**src/logic/opcr_params.svh**
```systemverilog
// Offsets, field positions and reset values for the output pair control registers
`ifndef OPCR_PARAMS_SVH
`define OPCR_PARAMS_SVH

`define OPCR_ADDR_OUT2 8'h22
`define OPCR_ADDR_OUT3 8'h23
`define OPCR_SRC_BIT 7
`define OPCR_FMT_HI 6
`define OPCR_FMT_LO 5
`define OPCR_SETA_HI 4
`define OPCR_SETA_LO 3
`define OPCR_SETB_HI 2
`define OPCR_SETB_LO 1
`define OPCR_RST_SRC 1'h1
`define OPCR_RST_FMT 2'h1
`define OPCR_RST_SETA 2'h2
`define OPCR_RST_SETB 2'h0
`define OPCR_TAIL_A0 5'h04
`define OPCR_TAIL_A1 5'h06
`define OPCR_TAIL_A2 5'h08
`define OPCR_TAIL_HCSL3 5'h10
`define OPCR_LOAD_B1 8'h32
`define OPCR_LOAD_B2 8'h64
`define OPCR_LOAD_B3 8'hc8

`endif

```
**src/logic/opcr_pkg.sv**
```systemverilog
// Types shared by the output pair control registers and the channel decoders
package opcr_pkg;
	typedef enum logic [1:0] {FMT_DISABLED, FMT_AC_DIFF, FMT_HCSL, FMT_CMOS} opcr_fmt_e;
	typedef enum logic [1:0] {PIN_OFF_TRISTATE, PIN_OFF_LOW, PIN_ON_INVERTED, PIN_ON_TRUE} opcr_pin_e;
	typedef logic [1:0] opcr_field_t;
endpackage

```
**src/logic/opcr_chan_if.sv**
```systemverilog
// Settings and decoded driver controls of one output channel
`timescale 1ns/100ps
interface opcr_chan_if;
	import opcr_pkg::*;
	opcr_fmt_e format;
	opcr_field_t settingA;
	opcr_field_t settingB;
	logic driverOn;
	logic [4:0] tailCurrentMa;
	logic [7:0] loadOhms;
	logic loadTristate;
	opcr_pin_e posPin;
	opcr_pin_e negPin;
	modport regs (output format, settingA, settingB,
		input driverOn, tailCurrentMa, loadOhms, loadTristate, posPin, negPin);
	modport dec (input format, settingA, settingB,
		output driverOn, tailCurrentMa, loadOhms, loadTristate, posPin, negPin);
endinterface

```
**src/logic/opcr_chan_decode.sv**
```systemverilog
// Registered decode of one channel's format and drive settings
`timescale 1ns/100ps
`include "opcr_params.svh"
module opcr_chan_decode
	import opcr_pkg::*;
(
	input wire logic clk,
	input wire logic reset,
	opcr_chan_if.dec chan
);
	// Same code space serves pin states in CMOS format
	function automatic opcr_pin_e pinState(input opcr_field_t code);
		pinState = opcr_pin_e'(code);
	endfunction

	// Outputs registered so the analog controls change glitch free
	always_ff @(posedge clk or posedge reset)
	begin
		if (reset)
		begin
			chan.driverOn <= 1'b0;
			chan.tailCurrentMa <= 5'h00;
			chan.loadOhms <= 8'h00;
			chan.loadTristate <= 1'b1;
			chan.posPin <= PIN_OFF_TRISTATE;
			chan.negPin <= PIN_OFF_TRISTATE;
		end
		else
		begin
			chan.driverOn <= (chan.format != FMT_DISABLED);
			chan.posPin <= PIN_OFF_TRISTATE;
			chan.negPin <= PIN_OFF_TRISTATE;
			chan.tailCurrentMa <= 5'h00;
			chan.loadOhms <= 8'h00;
			chan.loadTristate <= 1'b1;
			case (chan.format)
				FMT_AC_DIFF, FMT_HCSL:
				begin
					// Tail current, code 3 doubles only in HCSL
					case (chan.settingA)
						2'h0: chan.tailCurrentMa <= `OPCR_TAIL_A0;
						2'h1: chan.tailCurrentMa <= `OPCR_TAIL_A1;
						2'h2: chan.tailCurrentMa <= `OPCR_TAIL_A2;
						default: chan.tailCurrentMa <= (chan.format == FMT_HCSL) ?
							`OPCR_TAIL_HCSL3 : `OPCR_TAIL_A2;
					endcase
					// Load resistor only meaningful in HCSL
					if (chan.format == FMT_HCSL)
					begin
						chan.loadTristate <= (chan.settingB == 2'h0);
						case (chan.settingB)
							2'h1: chan.loadOhms <= `OPCR_LOAD_B1;
							2'h2: chan.loadOhms <= `OPCR_LOAD_B2;
							2'h3: chan.loadOhms <= `OPCR_LOAD_B3;
							default: chan.loadOhms <= 8'h00;
						endcase
					end
				end
				FMT_CMOS:
				begin
					chan.posPin <= pinState(chan.settingA);
					chan.negPin <= pinState(chan.settingB);
				end
				default:
				begin
					chan.driverOn <= 1'b0;
				end
			endcase
		end
	end
endmodule

```
**src/logic/opcr_regs.sv**
```systemverilog
// Output pair control registers for channels 2 and 3 with driver decode
`timescale 1ns/100ps
`include "opcr_params.svh"
module opcr_regs
	import opcr_pkg::*;
(
	input wire logic clk,
	input wire logic reset,
	input wire logic [7:0] regAddr,
	input wire logic regWrEn,
	input wire logic [7:0] regWrData,
	input wire logic regRdEn,
	output logic [7:0] regRdData,
	input wire logic eepromLoad,
	input wire logic [7:0] eepromOut2Byte,
	input wire logic [7:0] eepromOut3Byte,
	output logic [7:0] eepromOut2Image,
	output logic [7:0] eepromOut3Image,
	output logic pair_source_select,
	output logic [1:0] chanDriverOn,
	output logic [9:0] chanTailCurrentMa,
	output logic [15:0] chanLoadOhms,
	output logic [1:0] chanLoadTristate,
	output logic [3:0] chanPosPin,
	output logic [3:0] chanNegPin
);
	logic source_ff;
	opcr_fmt_e format_ff [2];
	opcr_field_t settingA_ff [2];
	opcr_field_t settingB_ff [2];
	logic [7:0] imageByte [2];

	// Reserved bits are not stored anywhere, so they read as zero
	function automatic logic [7:0] packReg(input logic src, input opcr_fmt_e fmt,
		input opcr_field_t a, input opcr_field_t b);
		packReg = {src, fmt, a, b, 1'b0};
	endfunction

	// Source select lives only in output-2; bus write wins over EEPROM load
	always_ff @(posedge clk or posedge reset)
	begin
		if (reset)
			source_ff <= `OPCR_RST_SRC;
		else if (regWrEn && regAddr == `OPCR_ADDR_OUT2)
			source_ff <= regWrData[`OPCR_SRC_BIT];
		else if (eepromLoad)
			source_ff <= eepromOut2Byte[`OPCR_SRC_BIT];
	end

	genvar ch;
	generate
		for (ch = 0; ch < 2; ch++)
		begin : gChan
			opcr_chan_if chanBus ();
			logic hit;
			logic [7:0] loadByte;
			assign hit = regWrEn && (regAddr == ((ch == 0) ? `OPCR_ADDR_OUT2 : `OPCR_ADDR_OUT3));
			assign loadByte = (ch == 0) ? eepromOut2Byte : eepromOut3Byte;

			// Per-channel fields; only bits 6:1 are kept
			always_ff @(posedge clk or posedge reset)
			begin
				if (reset)
				begin
					format_ff[ch] <= opcr_fmt_e'(`OPCR_RST_FMT);
					settingA_ff[ch] <= `OPCR_RST_SETA;
					settingB_ff[ch] <= `OPCR_RST_SETB;
				end
				else if (hit)
				begin
					format_ff[ch] <= opcr_fmt_e'(regWrData[`OPCR_FMT_HI:`OPCR_FMT_LO]);
					settingA_ff[ch] <= regWrData[`OPCR_SETA_HI:`OPCR_SETA_LO];
					settingB_ff[ch] <= regWrData[`OPCR_SETB_HI:`OPCR_SETB_LO];
				end
				else if (eepromLoad)
				begin
					format_ff[ch] <= opcr_fmt_e'(loadByte[`OPCR_FMT_HI:`OPCR_FMT_LO]);
					settingA_ff[ch] <= loadByte[`OPCR_SETA_HI:`OPCR_SETA_LO];
					settingB_ff[ch] <= loadByte[`OPCR_SETB_HI:`OPCR_SETB_LO];
				end
			end

			// Feed the decoder and collect its controls
			assign chanBus.format = format_ff[ch];
			assign chanBus.settingA = settingA_ff[ch];
			assign chanBus.settingB = settingB_ff[ch];
			assign chanDriverOn[ch] = chanBus.driverOn;
			assign chanTailCurrentMa[ch*5 +: 5] = chanBus.tailCurrentMa;
			assign chanLoadOhms[ch*8 +: 8] = chanBus.loadOhms;
			assign chanLoadTristate[ch] = chanBus.loadTristate;
			assign chanPosPin[ch*2 +: 2] = chanBus.posPin;
			assign chanNegPin[ch*2 +: 2] = chanBus.negPin;

			// Output-3 bit 7 is reserved, so only channel 2 carries the source
			assign imageByte[ch] = packReg((ch == 0) ? source_ff : 1'b0,
				format_ff[ch], settingA_ff[ch], settingB_ff[ch]);

			opcr_chan_decode uDecode (
				.clk(clk),
				.reset(reset),
				.chan(chanBus.dec)
			);
		end
	endgenerate

	// Source select drives the pair mux directly
	assign pair_source_select = source_ff;
	// EEPROM image excludes reserved bits
	assign eepromOut2Image = imageByte[0];
	assign eepromOut3Image = imageByte[1];

	// Registered read; unmapped offsets read zero
	always_ff @(posedge clk or posedge reset)
	begin
		if (reset)
			regRdData <= 8'h00;
		else if (regRdEn)
		begin
			if (regAddr == `OPCR_ADDR_OUT2)
				regRdData <= imageByte[0];
			else if (regAddr == `OPCR_ADDR_OUT3)
				regRdData <= imageByte[1];
			else
				regRdData <= 8'h00;
		end
	end
endmodule

```
**config.mk**
```make
export PLATFORM = sky130hd
export DESIGN_NAME = opcr_regs
export DESIGN_NICKNAME = d
export VERILOG_FILES = /design/src/logic/opcr_pkg.sv /design/src/logic/opcr_chan_if.sv /design/src/logic/opcr_chan_decode.sv /design/src/logic/opcr_regs.sv
export VERILOG_INCLUDE_DIRS = /design/src /design/src/logic
export SDC_FILE = /design/constraint.sdc
export NUM_CORES = 1
export LEC_CHECK = 0
export BUFFER_PORTS_ARGS = -buffer_cell sky130_fd_sc_hd__clkbuf_2
export CAP_MARGIN = 10
export CORE_UTILIZATION = 40
export CTS_CLUSTER_SIZE = 16
export DETAILED_ROUTE_END_ITERATION = 10
export PLACE_DENSITY = 0.69
export SLEW_MARGIN = 20
export SYNTH_ARGS = -nofsm -noshare
export SYNTH_HDL_FRONTEND = slang
export SYNTH_SLANG_ARGS = --single-unit
```
**constraint.sdc**
```tcl
create_clock -name clk -period 1.69 [get_ports clk]
set_input_delay 0.0845 -clock clk [delete_from_list [all_inputs] [get_ports clk]]
set_output_delay 0.0845 -clock clk [all_outputs]
set_load 0.005 [all_outputs]
```
==> impl_metrics.ini <==
[route]
topRoutingLayerUsed = met4
wirelength_met1_um = 2010
postRouteAntennaNets = 0
drc = 0
drt_iter0_drc = 69
drt-vias-per-instance = 4.59
avgRoutedWirePerCell_um = 13.4
vias = 1594
route.met2.wl_um = 2260
wl_met3_um = 303
wl_um = 4650
drtPass1Iterations = 4

[status]
status = complete, no violations

[layout]
final_cell_mix = clkbuf_2 (87), dfrtp_1 (43), mux2_2 (18), inv_1 (17), ha_1 (15)
diodes = 0
layoutNonFillerInstCount = 347
fillerInstances = 534
drive_gt1_share_pct = 44.4
synthToLayoutAreaGrowth_pct = 22.3
layout.nets = 326
final_common_cell = clkbuf_2

[clock_network]
cts.sinks = 50
cts-root-buf = clkbuf_8
ctsHoldBuffers = 1
cts_tree = yes
clk_path_buf_depth = 2
clkLatencyLatePin_ps = 300
clk_pin_slew_ps = 80
cts_resized = 0
numCtsBuffers = 5
cts_setup_buffers = 0
h-tree-depth = 2

[place]
dp_cells = 338
io_buffers = 87
dp_hpwl_um = 3570
gp_congestion = 0.746

[sta]
slew_viol_final = 0
setup_violations = 0
finalHoldViolations = 0
post-route-period-util_pct = 91.6
rsz0062_at_grt = no
fin_worst_skew_ps = 5.43
max_clock_freq_mhz = 646
setup_tns_ps = 0
layout_min_cycle_time_ps = 1550

[worst_hold_path]
min_path_type = in2reg
hold_start = regWrData[7]

[die]
dieHeight_um = 78.0
initial_utilization_pct = 41.7
core_um2 = 5540
die_area_um2 = 6080
die_x_um = 78.0
placement_rows = 27
io_pins = 100

[critical_path]
rr_startpoint = gChan[0].chanBus.format[0]$_DFFE_PP1P_
cpPeakStageDelay_ps = 580
cp.required_ps = 1930
crit_start = gChan[0].chanBus.format[0]$_DFFE_PP1P_
crit_chain = inv_1, ha_1, nand2_1, or2_2, nor2_1
critPathTopFamily = flip-flops
worst-path-buf-inv = 1
cp_slowest_cell = dfstp_2
path_max_fanout = 6
arrival_ps = 1790
start_kind = flop
endpoint_kind = flop
crit_type = reg2reg

[pwr]
power_switching_uw = 615
pwr-share-seq_pct = 56.8
irDropWorstVdd_v = 0.000320
combPwrFrac_pct = 15.3
power_density_nw_per_um2 = 842
power.leakage_nw = 1.54
netSwitchingFraction_pct = 25.9
p_int_mw = 1.76
clkPwrFrac_pct = 27.8

[synth]
avgSynthCellArea_um2 = 12.0
ys.flop_type = dfrtp_1
ys_async_sr_fraction_pct = 100
ys_types = 28
synth_edf_count = 0
synth_warnings = 0
syn_inst = 192
syn_area_um2 = 2310
ys_seq_area_share_pct = 54.6
ys_ff_latch = 50

[grt]
grt_overflow = 0
grt_pass1_vias = 1516
grt_antenna_before_repair = 0
grt_usage_pct = 16.0
grt_pass1_wl_um = 7330
grt_max_degree = 32

[job]
cap_violations = 0
==> power by group through the flow <==
stage          Sequential, mW  Clock [mW]  Combinational (mW)
2_1_floorplan            1.36           0               0.218
3_3_place_gp             1.38           0               0.360
3_5_place_dp             1.38           0               0.369
4_1_cts                  1.35       0.675               0.372
5_1_grt                  1.36       0.724               0.414
6_report                 1.35       0.661               0.365
==> metal layers <==
layer	vias up	track usage, %
met3	6	4.47
li1	772	-
met1	762	20.3
met5	-	0
met2	54	25.8
met4	0	6.11
==> metrics by stage <==
stage               utilization [%]  total power, mW  instance area (µm²)  hold WS [ps]  worst slack (ps)
floorplan                         -             1.58                 2330           183               263
global placement               49.3             1.74                 2730          89.1               173
detailed placement             49.3             1.75                 2730          96.3               150
CTS                            50.9             2.40                 2820          15.3               130
global route                   50.9             2.50                 2820          21.9              42.2
finish                         50.9             2.38                 2820          24.0               142
==> sequential cells by signal, indices dropped and copies added (netlist names) <==
register	cells
gChan.uDecode.chan.loadTristate	2
gChan.uDecode.chan.driverOn	2
gChan.uDecode.chan.posPin	4
gChan.chanBus.format	4
regRdData	7
gChan.uDecode.chan.loadOhms	10
gChan.chanBus.settingA	4
pair_source_select	1
gChan.uDecode.chan.tailCurrentMa	8
gChan.chanBus.settingB	4
gChan.uDecode.chan.negPin	4
==> cell families (layout without fill, tap and decap cells) <==
logic type,count (synthesis),after routing,share of synthesized area (%)
other cells,1,8,0.162
mux,24,24,11.4
compound gates,18,18,4.44
buf+inv,39,115,9.32
simple gates,45,45,12.0
fa+ha+maj,15,15,8.13
flops,50,50,54.6
==> path summary, 6_finish.rpt <==
check | slack, ps | depth (start not counted) | to
min | 20 | 2 | pair_source_select$_DFFE_PP1P_
min in group asynchronous | 320 | 3 | gChan[1].uDecode.chan.tailCurrentMa[2]$_DFF_PP0_
min reg2reg | 530 | 2 | regRdData[5]$_DFFE_PP0P_
max in group asynchronous | 790 | 4 | pair_source_select$_DFFE_PP1P_
max reg2reg | 140 | 5 | gChan[0].uDecode.chan.loadOhms[6]$_DFF_PP0_
max | 140 | 5 | gChan[0].uDecode.chan.loadOhms[6]$_DFF_PP0_
==> area by class of cell <==
type	instances	area [µm²]	share of cell area [%]
flip-flops and latches	50	1260	44.6
inverters	18	67.6	2.39
multi-input cells	110	860	30.5
well taps	72	90.1	3.19
repair buffers	89	465	16.5
clock buffers	8	80.1	2.84
==> synth_stat cells (all sizes together), types with 3 or more instances <==
cell type / number / area (µm²)
and2: 12 / 75.1
ha: 15 / 188
mux2i: 6 / 60.1
o22ai: 6 / 37.5
nand2: 13 / 48.8
nor2: 3 / 11.3
dfstp: 7 / 184
o21ai: 9 / 45.0
and3: 6 / 37.5
inv: 18 / 67.6
mux2: 18 / 203
dfrtp: 43 / 1080
buf: 19 / 140
==> worst register-to-register path, delay by kind of cell (launching register included) <==
kind,cells,cell delay (ps)
and+or+nand+nor,3,480
buffers and inverters,1,80
DFF,1,580
adders and majority gates,1,360
Note: power is estimated with default switching activity, not from simulation.
